**src/mbad_defines.vh**
```
/*
 Address map constants for the slave address decoder.
 Assumes inclusion by the decoder only; definitions only.
*/
`ifndef MBAD_DEFINES_VH
`define MBAD_DEFINES_VH

// Function codes
`define MBAD_FC_RD_COIL 8'h01
`define MBAD_FC_RD_DISC 8'h02
`define MBAD_FC_RD_HOLD 8'h03
`define MBAD_FC_RD_INP 8'h04
`define MBAD_FC_WR_COIL 8'h05
`define MBAD_FC_WR_REG 8'h06
`define MBAD_FC_WR_COILS 8'h0F
`define MBAD_FC_WR_REGS 8'h10
`define MBAD_FC_MASK_WR 8'h16
`define MBAD_FC_RW_REGS 8'h17

// Bit area bases
`define MBAD_BIT_OUT_BASE 16'h0000
`define MBAD_BIT_IN_BASE 16'h1800
`define MBAD_BIT_FLAG_BASE 16'h3000

// Register area bases
`define MBAD_REG_IN_BASE 16'h0000
`define MBAD_REG_OUT_BASE 16'h03E8
`define MBAD_REG_GAP_BASE 16'h07D0
`define MBAD_REG_CFG_BASE 16'h1000
`define MBAD_REG_FLAG_BASE 16'h3000

// Flag size in words: default 24 kB, maximum 104 kB
`define MBAD_FLAG_DEF_WORDS 16'h3000
`define MBAD_FLAG_MAX_WORDS 16'hD000

// Exception codes
`define MBAD_EXC_NONE 8'h00
`define MBAD_EXC_FUNC 8'h01
`define MBAD_EXC_ADDR 8'h02

// Target areas
`define MBAD_TGT_NONE 3'h0
`define MBAD_TGT_IPI 3'h1
`define MBAD_TGT_OPI 3'h2
`define MBAD_TGT_FLAG 3'h3
`define MBAD_TGT_CFG 3'h4

`endif

```
**src/mbad_decoder.v**
```verilog
/*
 Modbus slave address decoder: maps one request onto a memory area,
 word index and bit index, or yields an exception code.
 Also holds the small splitter that turns a bit address into word and bit.
 Assumes the frame layer presents one request per strobe and that
 memories outside act on the registered target outputs.
 The flag size input is expected to stay steady while requests arrive.
*/
// Operation
// FC1/2 low bits read output image words (code reads the input image, MBAD_TGT_IPI)
// FC1/2 mid bits read input image words (code reads the output image, MBAD_TGT_OPI)
// Bits from 12288 reach flag memory
// FC5/15 low bits write output image (code writes the input image, MBAD_TGT_IPI)
// FC5/15 mid bits refused, exception 2
// Config registers at 4096..12287, listed codes
// Flag registers via FC3,4,6,16,22,23
// Flag size configurable, default 24 kB
// No locking between Modbus and program
// Register reads: 0..999 input, 1000..1999 output
// Register reads 2000..4095 refused, exception 2
// Offset div 16 word, remainder bit
`timescale 1ns/10ps
`include "mbad_defines.vh"

module mbad_decoder (
	input wire clk_sys_i,
	input wire sys_rst_i,
	input wire req_valid_i,
	input wire [7:0] req_func_i,
	input wire [15:0] req_addr_i,
	input wire [15:0] flag_words_i,
	output reg rsp_valid_o,
	output reg [2:0] rsp_target_o,
	output reg [15:0] rsp_word_o,
	output reg [3:0] rsp_bit_o,
	output reg rsp_write_o,
	output reg [7:0] rsp_exc_o
);

	reg [2:0] tgt_d;
	reg [15:0] word_d;
	reg [3:0] bit_d;
	reg wr_d;
	reg [7:0] exc_d;
	reg [15:0] off;
	reg [15:0] lim;
	reg is_bit_rd;
	reg is_bit_wr;
	reg is_reg_rd;
	reg is_reg_wr;
	wire [15:0] out_bit_word;
	wire [3:0] out_bit_idx;
	wire [15:0] in_bit_word;
	wire [3:0] in_bit_idx;
	wire [15:0] flag_bit_word;
	wire [3:0] flag_bit_idx;

	// Word and bit split of each bit region; one subtractor per base
	// keeps the decode chain short, at the cost of three adders. R12
	mbad_bit_split #(
		.BASE(`MBAD_BIT_OUT_BASE)
	) u_split_out (
		.addr_i(req_addr_i),
		.word_o(out_bit_word),
		.bit_o(out_bit_idx)
	);

	mbad_bit_split #(
		.BASE(`MBAD_BIT_IN_BASE)
	) u_split_in (
		.addr_i(req_addr_i),
		.word_o(in_bit_word),
		.bit_o(in_bit_idx)
	);

	mbad_bit_split #(
		.BASE(`MBAD_BIT_FLAG_BASE)
	) u_split_flag (
		.addr_i(req_addr_i),
		.word_o(flag_bit_word),
		.bit_o(flag_bit_idx)
	);

	// Classify the function code
	always @* begin
		is_bit_rd = (req_func_i == `MBAD_FC_RD_COIL) || (req_func_i == `MBAD_FC_RD_DISC);
		is_bit_wr = (req_func_i == `MBAD_FC_WR_COIL) || (req_func_i == `MBAD_FC_WR_COILS);
		is_reg_rd = (req_func_i == `MBAD_FC_RD_HOLD) || (req_func_i == `MBAD_FC_RD_INP)
			|| (req_func_i == `MBAD_FC_RW_REGS);
		is_reg_wr = (req_func_i == `MBAD_FC_WR_REG) || (req_func_i == `MBAD_FC_WR_REGS)
			|| (req_func_i == `MBAD_FC_MASK_WR) || (req_func_i == `MBAD_FC_RW_REGS);
	end

	// Clamp configured flag size; zero falls back to default
	always @* begin
		if (flag_words_i == 16'h0000) begin
			lim = `MBAD_FLAG_DEF_WORDS;
		end else if (flag_words_i > `MBAD_FLAG_MAX_WORDS) begin
			lim = `MBAD_FLAG_MAX_WORDS;
		end else begin
			lim = flag_words_i;
		end
	end

	// Area decode; address compare chain, highest area first
	always @* begin
		tgt_d = `MBAD_TGT_NONE;
		word_d = 16'h0000;
		bit_d = 4'h0;
		wr_d = 1'b0;
		exc_d = `MBAD_EXC_NONE;
		off = 16'h0000;
		if (is_bit_rd || is_bit_wr) begin
			wr_d = is_bit_wr;
			if (req_addr_i >= `MBAD_BIT_FLAG_BASE) begin
				word_d = flag_bit_word;
				bit_d = flag_bit_idx;
				// Bit view lies in the first words of flag memory
				if (word_d < lim) begin
					tgt_d = `MBAD_TGT_FLAG;
				end else begin
					exc_d = `MBAD_EXC_ADDR;
				end
			end else if (req_addr_i >= `MBAD_BIT_IN_BASE) begin
				word_d = in_bit_word;
				bit_d = in_bit_idx;
				// Bit writes here would clobber program outputs
				if (is_bit_wr) begin
					exc_d = `MBAD_EXC_ADDR;
					wr_d = 1'b0;
				end else begin
					tgt_d = `MBAD_TGT_OPI;
				end
			end else begin
				word_d = out_bit_word;
				bit_d = out_bit_idx;
				tgt_d = `MBAD_TGT_IPI;
			end
		end else if (is_reg_rd || is_reg_wr) begin
			wr_d = is_reg_wr;
			if (req_addr_i >= `MBAD_REG_FLAG_BASE) begin
				off = req_addr_i - `MBAD_REG_FLAG_BASE;
				word_d = off;
				if (off < lim) begin
					tgt_d = `MBAD_TGT_FLAG;
				end else begin
					exc_d = `MBAD_EXC_ADDR;
				end
			end else if (req_addr_i >= `MBAD_REG_CFG_BASE) begin
				// Validity of single config registers is left to the register file
				word_d = req_addr_i - `MBAD_REG_CFG_BASE;
				// Mask write is not offered on config registers
				if (req_func_i == `MBAD_FC_MASK_WR) begin
					exc_d = `MBAD_EXC_FUNC;
				end else begin
					tgt_d = `MBAD_TGT_CFG;
				end
			end else if (req_addr_i >= `MBAD_REG_GAP_BASE) begin
				exc_d = `MBAD_EXC_ADDR;
			end else if (req_addr_i >= `MBAD_REG_OUT_BASE) begin
				// Writes here would overwrite program outputs, so they are refused
				word_d = req_addr_i - `MBAD_REG_OUT_BASE;
				if (is_reg_rd) begin
					tgt_d = `MBAD_TGT_OPI;
					wr_d = 1'b0; // Only read half of combined service
				end else begin
					exc_d = `MBAD_EXC_ADDR;
				end
			end else begin
				word_d = req_addr_i - `MBAD_REG_IN_BASE;
				tgt_d = `MBAD_TGT_IPI;
			end
		end else begin
			exc_d = `MBAD_EXC_FUNC;
		end
		if (exc_d != `MBAD_EXC_NONE) begin
			tgt_d = `MBAD_TGT_NONE;
			wr_d = 1'b0;
		end
	end

	// Register the answer; one cycle after the request.
	// No locking against program access to flags: the program
	// side must keep clear of words that Modbus is using.
	always @(posedge clk_sys_i) begin
		if (sys_rst_i) begin
			rsp_valid_o <= 1'b0;
			rsp_target_o <= `MBAD_TGT_NONE;
			rsp_word_o <= 16'h0000;
			rsp_bit_o <= 4'h0;
			rsp_write_o <= 1'b0;
			rsp_exc_o <= `MBAD_EXC_NONE;
		end else begin
			rsp_valid_o <= req_valid_i;
			if (req_valid_i) begin
				rsp_target_o <= tgt_d;
				rsp_word_o <= word_d;
				rsp_bit_o <= bit_d;
				rsp_write_o <= wr_d;
				rsp_exc_o <= exc_d;
			end
		end
	end

endmodule // mbad_decoder

// Offset from one region base, split into word and bit.
// Wraps below the base; callers only use it above their base.
module mbad_bit_split #(
	parameter [15:0] BASE = 16'h0000
) (
	input wire [15:0] addr_i,
	output wire [15:0] word_o,
	output wire [3:0] bit_o
);

	wire [15:0] off;

	// Sixteen bits per word, least significant bit first
	assign off = addr_i - BASE;
	assign word_o = {4'h0, off[15:4]};
	assign bit_o = off[3:0];

endmodule // mbad_bit_split

```
**config.mk**
```make
export PLATFORM = sky130hd
export DESIGN_NAME = mbad_decoder
export DESIGN_NICKNAME = d
export VERILOG_FILES = /design/src/mbad_decoder.v
export VERILOG_INCLUDE_DIRS = /design/src /design/src/src
export SDC_FILE = /design/constraint.sdc
export NUM_CORES = 1
export LEC_CHECK = 0
export ABC_AREA = 1
export BUFFER_PORTS_ARGS = -buffer_cell sky130_fd_sc_hd__buf_4
export CORE_UTILIZATION = 51
export DETAILED_ROUTE_END_ITERATION = 6
export GPL_ROUTABILITY_DRIVEN = 0
export GPL_TIMING_DRIVEN = 0
export HOLD_SLACK_MARGIN = 0.08
export PLACE_DENSITY_LB_ADDON = 0.3
export SLEW_MARGIN = 20
export SYNTH_ARGS = -nofsm -noshare
export SYNTH_HDL_FRONTEND = slang
export SYNTH_HIERARCHICAL = 1
export SYNTH_SLANG_ARGS = --single-unit
```
**constraint.sdc**
```tcl
create_clock -name clk_sys_i -period 2.2 [get_ports clk_sys_i]
set_input_delay 0.22 -clock clk_sys_i [delete_from_list [all_inputs] [get_ports clk_sys_i]]
set_output_delay 0.22 -clock clk_sys_i [all_outputs]
set_load 0.02 [all_outputs]
```
## Word-level counts from Yosys, hierarchy flattened

Index checks and enable logic that the tools add are counted.

- Add/subtract/negate cells: 4
- Reductions and logical operators: 11
- Equal/unequal tests: 10
- Multiplexer cells: 50
- Order comparisons: 8

Operators by type and width:

| operator | number |
|---|---|
| $mux W16 | 8 |
| $mux W8 | 5 |
| $ge A16 B13 Y1 const B | 2 |
| $sub A16 B13 Y16 const B | 2 |
| $mux W3 | 10 |
| $eq A8 B3 Y1 const B | 3 |
| $eq A8 B5 Y1 const B | 3 |
| $mux W12 | 2 |
| $mux W2 | 11 |
| $eq A8 B2 Y1 const B | 2 |
| $ge A16 B10 Y1 const B | 1 |
| $ge A16 B11 Y1 const B | 1 |
| $ge A16 B14 Y1 const B | 1 |
| $gt A16 B16 Y1 const B | 1 |
| $logic_not A16 Y1 | 1 |
| $lt A12 B16 Y1 | 1 |
| $lt A16 B16 Y1 | 1 |
| $sub A16 B10 Y16 const B | 1 |
| $sub A16 B14 Y16 const B | 1 |
| $mux W4 | 3 |
| $mux W1 | 11 |
| $logic_or A1 B1 Y1 | 9 |
| $eq A8 B1 Y1 const B | 1 |
| $eq A8 B4 Y1 const B | 1 |
| $reduce_bool A8 Y1 | 1 |

- Flip-flop bits (word level): 33
- Input port bits: 43
- Word-level logic and storage cells: 89
- Output and inout bits: 33

## Longest topological paths before layout

Gate-level depths: netlist of the first run.

- Word-level depth: 12
- Gate-level depth with buffers: 23
- Depth with buffers taken out: 22

## Modules after synthesis

The synthesis of the first run kept the hierarchy.

Modules (own cells, without submodules):

| module | area each (µm²) | sequential area each (µm²) | instances | cells each |
|---|---|---|---|---|
| mbad_decoder | 3251.9 | 540.5 | 1 | 513 |
| mbad_bit_split (u_split_in) | 197.7 | 0.0 | 1 | 32 |
| mbad_bit_split (u_split_flag) | 176.4 | 0.0 | 1 | 27 |
| mbad_bit_split (u_split_out) | 153.9 | 0.0 | 1 | 21 |

## Worst setup path after synthesis of the first run

OpenSTA, ideal clock, no wires.

- Path type: input -> register
- Start: input flag_words_i[6]
- End: register rsp_exc_o[1]
- Data required time: 2091 ps
- Stages: 19
- Path buffers: 1
- Slack: -178 ps
- Arrival time: 2269 ps
- Setup time: 109 ps
- Cells stage by stage: nor2_1 nand2_1 nor2_1 nand2_1 nand2_1 clkbuf_1 nand2_1 ha_1 a21oi_1 nand3b_1 a21oi_1 a2111oi_0 nand2_1 nand2_1 nand2_1 nand2_1 nand3_1 nand2_1 inv_1

- Cells in the longest elaborated chain, start to end: 8
- Elaborated cells between the ends (all ways): 12
- Classes of those cells: order compare: 3; mux: 8; reduce/logical: 1

Ends and longest elaborated chain:

| what | RTL line | RTL |
|---|---|---|
| start: declaration | mbad_decoder.v:31 | `input wire [15:0] flag_words_i,` |
| $gt A16 B16 Y1 (no source line) | -- |  |
| $mux W16 | mbad_decoder.v:98 | `` end else if (flag_words_i > `MBAD_FLAG_MAX_WORDS) begin `` |
| $mux W16 (*) | mbad_decoder.v:96 | `if (flag_words_i == 16'h0000) begin` |
| $lt A16 B16 Y1 | mbad_decoder.v:144 | `if (off < lim) begin` |
| $mux W2 | mbad_decoder.v:144 |  |
| $mux W8 | mbad_decoder.v:141 | `` if (req_addr_i >= `MBAD_REG_FLAG_BASE) begin `` |
| $mux W8 | mbad_decoder.v:139 | `end else if (is_reg_rd \|\| is_reg_wr) begin` |
| $mux W8 (*) | mbad_decoder.v:113 | `if (is_bit_rd \|\| is_bit_wr) begin` |
| end signal: assignment | mbad_decoder.v:192 | `` rsp_exc_o <= `MBAD_EXC_NONE; `` |
| end: declaration | mbad_decoder.v:37 | `output reg [7:0] rsp_exc_o` |

Every way passes the cells marked *; elsewhere a longest branch is shown, timed or not.
A chain may end at the register's enable or synchronous reset.

## Final worst setup path of the first run

- Start: input flag_words_i[10]
- End: register rsp_exc_o[1]

The elaborated chain is that of the path after synthesis.

==> PnR_summary.wiki, run 1 <==
{| class="wikitable"
! Metric !! Value
|-
| Number of H-tree branching levels || 1
|-
| First-pass GRT wire length || 18100 µm
|-
| Overall die height || 88.1 µm
|-
| Final design area excluding fillers || 0.00488 mm²
|-
| Actual transition at the worst max-transition pin || 0.541 ns
|-
| Netlist area before placement || 0.00378 mm²
|-
| Element type at the critical path start || primary input
|-
| Status || complete, but fails checks
|-
| Leftover overflow at the end of global routing || 0
|-
| RSZ-0062 raised after global routing || true
|-
| Detailed-route vias per instance || 5.40
|-
| Post-route minimum period || 2.21 ns
|-
| Layout Nets || 769
|-
| Fraction of met3 tracks used by global routing || 0.0264
|-
| Met1 track demand over resource in global routing || 0.360
|-
| Worst-path fanout max || 5
|-
| Pre-CTS setup slack || -0.535 ns
|-
| Classification of the worst setup path || in -> reg
|-
| GRT met2 Usage || 0.505
|-
| Synthesized flop and latch total || 27
|-
| Row Count || 31
|-
| First-pass iteration count of the detailed router || 5
|-
| Area growth from synthesis to layout || 29.0%
|-
| Number of global-route vias before repair || 3962
|-
| Buffer cell driving the clock tree root || clkbuf_8
|-
| Via Count || 4248
|-
| Clock Sinks || 27
|-
| Count of endpoints failing setup in the final report || 2
|-
| Slew headroom || 0.639
|-
| Detailed-route wire length || 11300 µm
|-
| Violations in the final reports || negative setup slack
|-
| EDFF count, synth || 0
|-
| Die outline area || 0.00776 mm²
|-
| Pins over their slew limit || 0
|-
| Worst skew pair latency || 0.28 ns
|-
| Area of the placeable core || 0.00721 mm²
|-
| Commonest cells after routing, fill and taps aside || 127 x buf_4, 125 x nand2_1, 57 x inv_1
|-
| Flip-flop and latch area || 541 µm²
|-
| Number of synthesis warnings || 6
|-
| Syn Area/Cell || 6.37 µm²
|-
| Leading cell type in the layout, fill and taps excluded || buf_4
|-
| Count of fill cells added during filler insertion || 677
|-
| Hold-fix buffers at CTS || 0
|-
| Overall routing resource usage || 0.296
|-
| Horizontal die dimension || 88.1 µm
|-
| Number of max-capacitance violations reported || 0
|-
| TritonCTS clock tree || done
|-
| Post-route worst setup slack || -0.00811 ns
|-
| Number of input and output port buffers inserted || 68
|-
| PwrDens || 319 mW/mm²
|-
| Initial Util || 0.524
|-
| Final antenna-violating net count || 0
|-
| Fraction of final layout cells sized beyond drive strength 1 || 0.334
|-
| Register clock-pin slew on the reported worst setup and hold paths || 0.09 ns
|-
| Area occupied by multi-input gates || 0.00276 mm²
|-
| Standard cell area after detailed placement || 0.00452 mm²
|-
| DRC errors left || 0
|-
| Dominant register cell in the synthesized netlist || dfxtp_1
|-
| Number of different library cells in the post-synthesis netlist || 51
|-
| Number of hold violations in the final report || 0
|-
| Required time of the worst setup path || 2.39 ns
|-
| Busiest layer in global routing || met2
|-
| DRC marker count from the first detailed-route iteration || 291
|-
| Arrival time at the worst endpoint || 2.40 ns
|-
| Number of antenna diodes || 0
|-
| Final Skew || 0 ns
|-
| CTS buffer count || 3
|-
| Max frequency || 453 MHz
|-
| Worst-case clock buffer depth || 2
|-
| Average wire per cell in the routed design || 14.4 µm
|-
| Initial antenna violation count || 0
|-
| Pin count of the biggest net entering global routing || 15
|-
| Gate Count Post-Synth || 593
|-
| Type of the tightest min-delay check || in -> reg
|-
| Share of synthesized registers carrying an async set or reset || 0
|-
| Number of I/O pins || 76
|-
| Element type at the critical path end || flop
|-
| Estimated wirelength of the detail-placed design || 8650 µm
|-
| Part of the Yosys area used for sequential elements || 0.143
|-
| Leakage power || 0.00235 µW
|-
| Maximum vdd drop || 0.181 mV
|-
| Tcrit/Tclk final || 1.00
|}
-- path summary, 6_finish.rpt --
path	cells past startpoint	endpoint	slack, ns	from
worst max-delay path	21	rsp_exc_o[1]	-0.008	flag_words_i[10]
worst min-delay path	2	rsp_valid_o	0.13	sys_rst_i
worst max register to register	3	rsp_word_o[6]	1.40	rsp_word_o[6]
worst min register to register	2	rsp_bit_o[1]	0.47	rsp_bit_o[1]
-- layout make-up --
type | instances | area share
Sequential cell | 27 | 0.111
Multi-Input combinational cell | 435 | 0.566
Clock buffer | 4 | 0.00924
Buffer | 73 | 0.106
Tap cell | 99 | 0.0254
Inverter | 72 | 0.0575
Timing Repair Buffer | 77 | 0.125
-- worst max-delay path: stages --
cell      delay (ns)
buf_4           0.13
nor2_4          0.08
nand2_2         0.07
nor2_2          0.11
nand2_1         0.07
nand2_2         0.12
buf_4           0.16
nand2_1         0.10
ha_1            0.21
a21oi_1         0.17
nor2_1          0.06
a211oi_1        0.19
nand2_1         0.10
nand2_1         0.10
nand2_2         0.09
nand2_2         0.12
nand2_2         0.05
nand2_2         0.07
nand3_1         0.07
nand2_1         0.06
inv_1           0.03
-- through the flow --
stage                     utilization  std cells  setup TNS [ns]  power, µW  hold WS [ns]
final                           0.676        787         -0.0150       1550         0.132
after global routing            0.676        787          -0.765       1650         0.131
after CTS                       0.649        784               0       1480         0.136
after detailed placement        0.627        774           -2.05       1160         0.430
after global placement          0.627        774           -1.66       1130         0.424
after floorplan                     -        607        -0.00329        939         0.304
-- per-layer routing --
metal | up-vias | wire, µm | part of all wire
met4 | 0 | 519 | 0.046
met3 | 40 | 626 | 0.055
met1 | 1917 | 4690 | 0.41
met5 | - | 0 | 0
li1 | 2095 | - | -
met2 | 196 | 5470 | 0.48
-- power by group --
part / total (µW) / switching, µW / internal (µW)
registers: 498 / 3.18 / 495
clock network: 292 / 162 / 130
logic: 765 / 430 / 335
-- flip-flops by register name (all words and copies together), names as in the netlist --
register,flops
rsp_exc_o,2
rsp_word_o,16
rsp_write_o,1
rsp_bit_o,4
rsp_target_o,3
rsp_valid_o,1
-- cell usage after synthesis, types with 10 or more instances --
master | n | area share
a221oi_1 | 16 | 0.037
a21oi_1 | 29 | 0.038
dfxtp_1 | 27 | 0.14
inv_2 | 11 | 0.011
buf_4 | 57 | 0.11
nand4_1 | 10 | 0.017
nand3_1 | 21 | 0.028
ha_1 | 37 | 0.12
buf_2 | 10 | 0.013
o21ai_1 | 18 | 0.024
nand2_1 | 140 | 0.14
nor2_1 | 57 | 0.057
o21ai_0 | 22 | 0.029
inv_1 | 58 | 0.058
-- timing repair --
| item | CTS | global route |
|---|---|---|
| setup endpoints to repair | 4 | 4 |
| cloned | 1 | 0 |
| buffers inserted | 5 | 3 |
| gates resized for setup | 19 | 43 |
| pin swaps | 13 | 32 |
-- cell families after synthesis --
family,synth area share
DFF,0.143
other,0.00397
and+or+nand+nor,0.307
adders and majority gates,0.122
xor gates and xnor gates,0.0209
buffers and inverters,0.207
AOI/OAI and AO/OA,0.196
No activity file was read; power rests on OpenSTA's default activity.
==> run 2: changes to the inputs <==
==> constraint.sdc (replaced) <==
create_clock -name clk_sys_i -period 2.2 [get_ports clk_sys_i]
set_input_delay 0.44 -clock clk_sys_i [delete_from_list [all_inputs] [get_ports clk_sys_i]]
set_output_delay 0.44 -clock clk_sys_i [all_outputs]
set_load 0.02 [all_outputs]
==> PnR_summary.wiki, run 2 (synthesized netlist as in run 1, its figures left out) <==
{| class="wikitable"
! Metric !! Value
|-
| Row Count || 31 (unchanged)
|-
| Number of antenna diodes || 0 (unchanged)
|-
| Commonest cells after routing, fill and taps aside || 122 x nand2_1, 122 x buf_4, 57 x inv_1
|-
| Count of endpoints failing setup in the final report || 4 (+2)
|-
| Overall routing resource usage || 0.302 (+0.00649)
|-
| Detailed-route vias per instance || 5.39 (-0.21%)
|-
| Layout Nets || 771 (+0.26%)
|-
| Overall die height || 88.1 µm (unchanged)
|-
| Element type at the critical path end || flop
|-
| Largest registers || rsp_word_o: 16 flops, rsp_bit_o: 4 flops, rsp_target_o: 3 flops
|-
| Number of I/O pins || 76 (unchanged)
|-
| Number of H-tree branching levels || 1 (unchanged)
|-
| First-pass iteration count of the detailed router || 5 (unchanged)
|-
| Worst-case clock buffer depth || 2 (unchanged)
|-
| Element type at the critical path start || primary input
|-
| Number of input and output port buffers inserted || 68 (unchanged)
|-
| Fraction of final layout cells sized beyond drive strength 1 || 0.359 (+0.0251)
|-
| Number of hold violations in the final report || 0 (unchanged)
|-
| Hold-fix buffers at CTS || 0 (unchanged)
|-
| Arrival time at the worst endpoint || 2.57 ns (+0.17 ns)
|-
| Number of global-route vias before repair || 4053 (+2.3%)
|-
| RSZ-0062 raised after global routing || true
|-
| Die outline area || 0.00776 mm² (unchanged)
|-
| Register clock-pin slew on the reported worst setup and hold paths || 0.10 ns (about the same)
|-
| Max frequency || 419 MHz (-7.5%)
|-
| Estimated wirelength of the detail-placed design || 8650 µm (unchanged)
|-
| First-pass GRT wire length || 18500 µm (+2.2%)
|-
| Via Count || 4250 (+0.047%)
|-
| Initial Util || 0.524 (unchanged)
|-
| Clock Sinks || 27 (unchanged)
|-
| Horizontal die dimension || 88.1 µm (unchanged)
|-
| TritonCTS clock tree || done
|-
| Worst-path fanout max || 5 (unchanged)
|-
| Worst skew pair latency || 0.27 ns (about the same)
|-
| Leftover overflow at the end of global routing || 0 (unchanged)
|-
| Pin count of the biggest net entering global routing || 15 (unchanged)
|-
| Number of max-capacitance violations reported || 0 (unchanged)
|-
| Post-route worst setup slack || -0.187 ns (-0.179 ns)
|-
| CTS buffer count || 3 (unchanged)
|-
| Violations in the final reports || negative setup slack
|-
| Leakage power || 0.00242 µW (+2.9%)
|-
| PwrDens || 314 mW/mm² (-1.6%)
|-
| Register bank with the most flops || rsp_word_o
|-
| Area growth from synthesis to layout || 33.7%
|-
| Initial antenna violation count || 0 (unchanged)
|-
| Final-layout setup total negative slack || -0.717 ns (-0.702 ns)
|-
| Tcrit/Tclk final || 1.08 (+0.0811)
|-
| Post-route minimum period || 2.39 ns (+0.179 ns)
|-
| Slew headroom || 0.647 (+0.00758)
|-
| Maximum vdd drop || 0.171 mV (-5.5%)
|-
| Standard cell area after detailed placement || 0.00452 mm² (unchanged)
|-
| Actual transition at the worst max-transition pin || 0.529 ns (-0.0114 ns)
|-
| Buffer cell driving the clock tree root || clkbuf_8
|-
| Max FFs per register || 16 (unchanged)
|-
| DRC errors left || 0 (unchanged)
|-
| Pins over their slew limit || 0 (unchanged)
|-
| Final Skew || 0 ns (unchanged)
|-
| Final antenna-violating net count || 0 (unchanged)
|-
| Average wire per cell in the routed design || 14.4 µm (+0.12%)
|-
| Required time of the worst setup path || 2.38 ns (about the same)
|-
| Final design area excluding fillers || 0.00505 mm² (+3.6%)
|-
| Status || complete, but fails checks
|-
| Type of the tightest min-delay check || in -> reg
|-
| Detailed-route wire length || 11400 µm (+0.37%)
|-
| DRC marker count from the first detailed-route iteration || 330 (+13%)
|-
| Area of the placeable core || 0.00721 mm² (unchanged)
|-
| Classification of the worst setup path || in -> reg
|}
[run 2: cell types whose count changed in the layout (fill, tap and decap cells not counted), sizes merged]
| cell | before | now |
|---|---|---|
| clkbuf | 8 | 10 |
[run 2: final timing paths]
kind / startpoint / endpoint / slack (ns) / depth (start not counted)
worst max register to register: rsp_word_o[6] / rsp_word_o[6] / 1.40 / 3
worst max-delay path: flag_words_i[2] / rsp_target_o[1] / -0.19 / 20
worst min-delay path: sys_rst_i / rsp_valid_o / 0.35 / 2
worst min register to register: rsp_bit_o[1] / rsp_bit_o[1] / 0.47 / 2
[run 2: power breakdown]
group | internal [µW] | switching [µW] | total, µW | leakage (µW)
Combinational | 355 | 440 | 796 | 0.00218
Clock | 130 | 162 | 292 | 0.0000228
Sequential | 495 | 3.20 | 498 | 0.000218
Total | 980 | 605 | 1590 | 0.00242
[run 2: timing repair]
item	CTS	global route
setup buffers	7	3
cloned	1	0
pin swaps	31	23
gates resized for setup	54	35
endpoints found under the setup margin	4	11
[run 2: critical path: stages]
cell and delay [ns]:
buf_4 0.13, nor2_4 0.09, nand2_4 0.08, nor2_4 0.11, nand2_2 0.06, nand2_4 0.10, clkbuf_16 0.17, nand2_4 0.07
ha_4 0.27, nand2_1 0.07, buf_4 0.13, buf_4 0.13, nor3_2 0.17, nand2_1 0.10, nand2_2 0.13, o21ai_2 0.08
nand2_1 0.06, nand3_1 0.06, nand2_1 0.06, inv_1 0.04
[run 2: per-stage QoR]
step	hold slack (ns)	std cells	utilization	power [µW]	setup WS, ns
6_report	0.352	789	0.700	1590	-0.187
5_1_grt	0.351	789	0.700	1680	-0.348
4_1_cts	0.356	786	0.675	1520	-0.193
3_5_place_dp	0.459	774	0.627	1160	-0.755
3_3_place_gp	0.454	774	0.627	1130	-0.675
2_1_floorplan	0.524	607	-	939	-0.223
[run 2: area by class of cell]
type,count,area [µm²]
buffer,73,529
clock buffer,4,45.0
fill,653,2160
inverter,72,280
multi-input combinational,435,2880
sequential,27,541
tap,99,124
timing repair buffer,79,659
[run 2: routing by layer]
layer,track usage,vias up,part of all wire
met5,0,-,0
li1,-,2102,-
met3,0.0339,45,0.064
met4,0.169,0,0.048
met2,0.529,189,0.48
met1,0.359,1914,0.40
==> run 3: changes to the inputs <==
BUFFER_PORTS_ARGS = -buffer_cell sky130_fd_sc_hd__buf_2   (was -buffer_cell sky130_fd_sc_hd__buf_4)
==> PnR_summary.wiki, run 3 (synthesized netlist as in run 1, its figures left out) <==
{| class="wikitable"
! Metric !! Value
|-
| Crit-path cells || buf_8 -> nor2_4 -> nand2_4 -> nor2_2 -> nand2_1 -> nand2_2 -> clkbuf_16 -> nand2_1 -> ha_1 -> a21oi_1 -> nor2_1 -> a211oi_2 -> nand2_1 -> nand2_1 -> nand2_1 -> nand2_2 -> nand2_2 -> nand2_2 -> nand3_1 -> a21oi_1
|-
| Number of input and output port buffers inserted || 68 (unchanged)
|-
| Capture instance of the worst register-to-register path || rsp_word_o[6]
|-
| Beginning of the critical path || flag_words_i[7]
|-
| Clock Sinks || 27 (unchanged)
|-
| Flop-to-flop setup slack || 1.40 ns (about the same)
|-
| Number of I/O pins || 76 (unchanged)
|-
| Classification of the worst setup path || in -> reg
|-
| DRC marker count from the first detailed-route iteration || 407 (+23%)
|-
| Worst-case clock buffer depth || 2 (unchanged)
|-
| Type of the tightest min-delay check || in -> reg
|-
| Slew headroom || 0.653 (+0.00634)
|-
| Fraction of final layout cells sized beyond drive strength 1 || 0.344 (-0.0154)
|-
| Critical path depth || 20 (unchanged)
|-
| Status || complete, but fails checks
|-
| Initial Util || 0.524 (unchanged)
|-
| RSZ-0062 raised after global routing || true
|-
| CTS buffer count || 3 (unchanged)
|-
| Required time of the worst setup path || 2.42 ns (+0.04 ns)
|-
| Pin count of the biggest net entering global routing || 16 (+1)
|-
| Pins over their slew limit || 0 (unchanged)
|-
| Worst skew pair latency || 0.27 ns (about the same)
|-
| TritonCTS clock tree || done
|-
| Leakage power || 0.00239 µW (-1.3%)
|-
| Actual transition at the worst max-transition pin || 0.520 ns (-0.00952 ns)
|-
| Element type at the critical path start || primary input
|-
| Category of cells accounting for the largest share of critical-path delay || simple AND/OR/NAND/NOR gates
|-
| Area growth from synthesis to layout || 27.3%
|-
| Hold-fix buffers at CTS || 0 (unchanged)
|-
| Final Skew || 0 ns (unchanged)
|-
| Standard cell area after detailed placement || 0.00435 mm² (-3.8%)
|-
| Layout Nets || 770 (-0.13%)
|-
| Horizontal die dimension || 88.1 µm (unchanged)
|-
| PwrDens || 321 mW/mm² (+2.3%)
|-
| Detailed-route wire length || 11100 µm (-1.8%)
|-
| Buf/Inv on CP || 2 (-3)
|-
| Arrival time at the worst endpoint || 2.71 ns (+0.14 ns)
|-
| Worst setup path endpoint || rsp_write_o
|-
| Initial antenna violation count || 0 (unchanged)
|-
| Final antenna-violating net count || 0 (unchanged)
|-
| Commonest cells after routing, fill and taps aside || 124 x nand2_1, 68 x buf_4, 66 x buf_2
|-
| Maximum vdd drop || 0.234 mV (+37%)
|-
| Depth of the worst register-to-register path || 3 (unchanged)
|-
| Post-route worst setup slack || -0.294 ns (-0.107 ns)
|-
| Register bank with the most flops || rsp_word_o
|-
| Via Count || 4179 (-1.7%)
|-
| Element type at the critical path end || flop
|-
| Worst-path fanout max || 8 (+3)
|-
| Die outline area || 0.00776 mm² (unchanged)
|-
| Number of global-route vias before repair || 3898 (-3.8%)
|-
| Average wire per cell in the routed design || 14.1 µm (-1.7%)
|-
| Number of antenna diodes || 0 (unchanged)
|-
| Post-route minimum period || 2.49 ns (+0.107 ns)
|-
| Final design area excluding fillers || 0.00481 mm² (-4.8%)
|-
| Area of the placeable core || 0.00721 mm² (unchanged)
|-
| Row Count || 31 (unchanged)
|-
| Max frequency || 401 MHz (-4.3%)
|-
| Pre-CTS setup slack || -0.789 ns (-0.0341 ns)
|-
| First-pass iteration count of the detailed router || 5 (unchanged)
|-
| Largest registers || rsp_word_o: 16 flops, rsp_bit_o: 4 flops, rsp_target_o: 3 flops
|-
| Register clock-pin slew on the reported worst setup and hold paths || 0.10 ns (about the same)
|-
| Number of max-capacitance violations reported || 0 (unchanged)
|-
| DRC errors left || 0 (unchanged)
|-
| Total chip power || 1550 µW (-2.5%)
|-
| Estimated wirelength of the detail-placed design || 8530 µm (-1.4%)
|-
| Detailed-route vias per instance || 5.30 (-1.5%)
|-
| Leftover overflow at the end of global routing || 0 (unchanged)
|-
| Number of hold violations in the final report || 0 (unchanged)
|-
| Leading cell type in the layout, fill and taps excluded || nand2_1
|-
| Launch point of the worst reg-to-reg path || rsp_word_o[6]
|-
| Tcrit/Tclk final || 1.13 (+0.0488)
|-
| CP peak stage delay || 0.31 ns (+0.04 ns)
|-
| Overall die height || 88.1 µm (unchanged)
|-
| Hold slack || 0.354 ns (+0.00180 ns)
|-
| Number of H-tree branching levels || 1 (unchanged)
|-
| Most common cell on crit path || nand2_1
|-
| Buffer cell driving the clock tree root || clkbuf_8
|-
| Final-layout setup total negative slack || -1.12 ns (-0.407 ns)
|-
| First-pass GRT wire length || 17700 µm (-3.9%)
|-
| Violations in the final reports || negative setup slack
|-
| Max FFs per register || 16 (unchanged)
|-
| Standard cell with the maximum stage delay on the critical path || ha_1
|-
| Count of endpoints failing setup in the final report || 4 (unchanged)
|-
| Overall routing resource usage || 0.290 (-0.0119)
|}
## run 3: cell count changes in the layout (fill, tap and decap cells not counted), moves of 3 or more
cell,change
buf_4,-54
ha_4,-3
buf_2,+56
ha_1,+4
## run 3: report_power, final
| part | total (µW) | internal (µW) | switching (µW) | leakage [µW] |
|---|---|---|---|---|
| Sequential | 498 | 495 | 2.82 | 0.000218 |
| Clock | 289 | 127 | 162 | 0.0000255 |
| Combinational | 759 | 326 | 433 | 0.00215 |
| Total | 1550 | 949 | 597 | 0.00239 |
## run 3: per-stage QoR
step           utilization  std cells
6_report             0.667        788
5_1_grt              0.667        788
4_1_cts              0.652        787
3_5_place_dp         0.603        774
3_3_place_gp         0.603        774
2_1_floorplan            -        607
## run 3: worst min-delay path by stage
| stage | start | to | slack (ns) | cells after the start |
|---|---|---|---|---|
| after floorplan | sys_rst_i | rsp_valid_o | 0.52 | 1 |
| after global placement | rsp_bit_o[1] | rsp_bit_o[1] | 0.45 | 2 |
| after detailed placement | rsp_write_o | rsp_write_o | 0.45 | 2 |
| after CTS | sys_rst_i | rsp_valid_o | 0.36 | 2 |
| after global routing | sys_rst_i | rsp_valid_o | 0.36 | 2 |
| final | sys_rst_i | rsp_valid_o | 0.35 | 2 |
## run 3: timing repair
item | 4_1_cts | 5_1_grt
setup endpoints to repair | 5 | 12
hold endpoints to repair | 0 | 0
pin swaps | 29 | 14
setup buffers | 9 | 1
gates resized for setup | 53 | 23
## run 3: routing by layer
| layer | vias up | track usage | share of wire |
|---|---|---|---|
| li1 | 2094 | - | - |
| met3 | 28 | 0.0330 | 0.055 |
| met1 | 1904 | 0.354 | 0.42 |
| met4 | 0 | 0.116 | 0.030 |
| met2 | 153 | 0.518 | 0.50 |
| met5 | - | 0 | 0 |
## run 3: final cells by class
class	count	area (µm²)
fillers	677	2400
flip-flops and latches	27	541
repair buffers	78	494
clock inverters	1	5.00
inverters	72	280
clock buffers	3	41.3
multi-input cells	435	2800
plain buffers	73	529
well taps	99	124
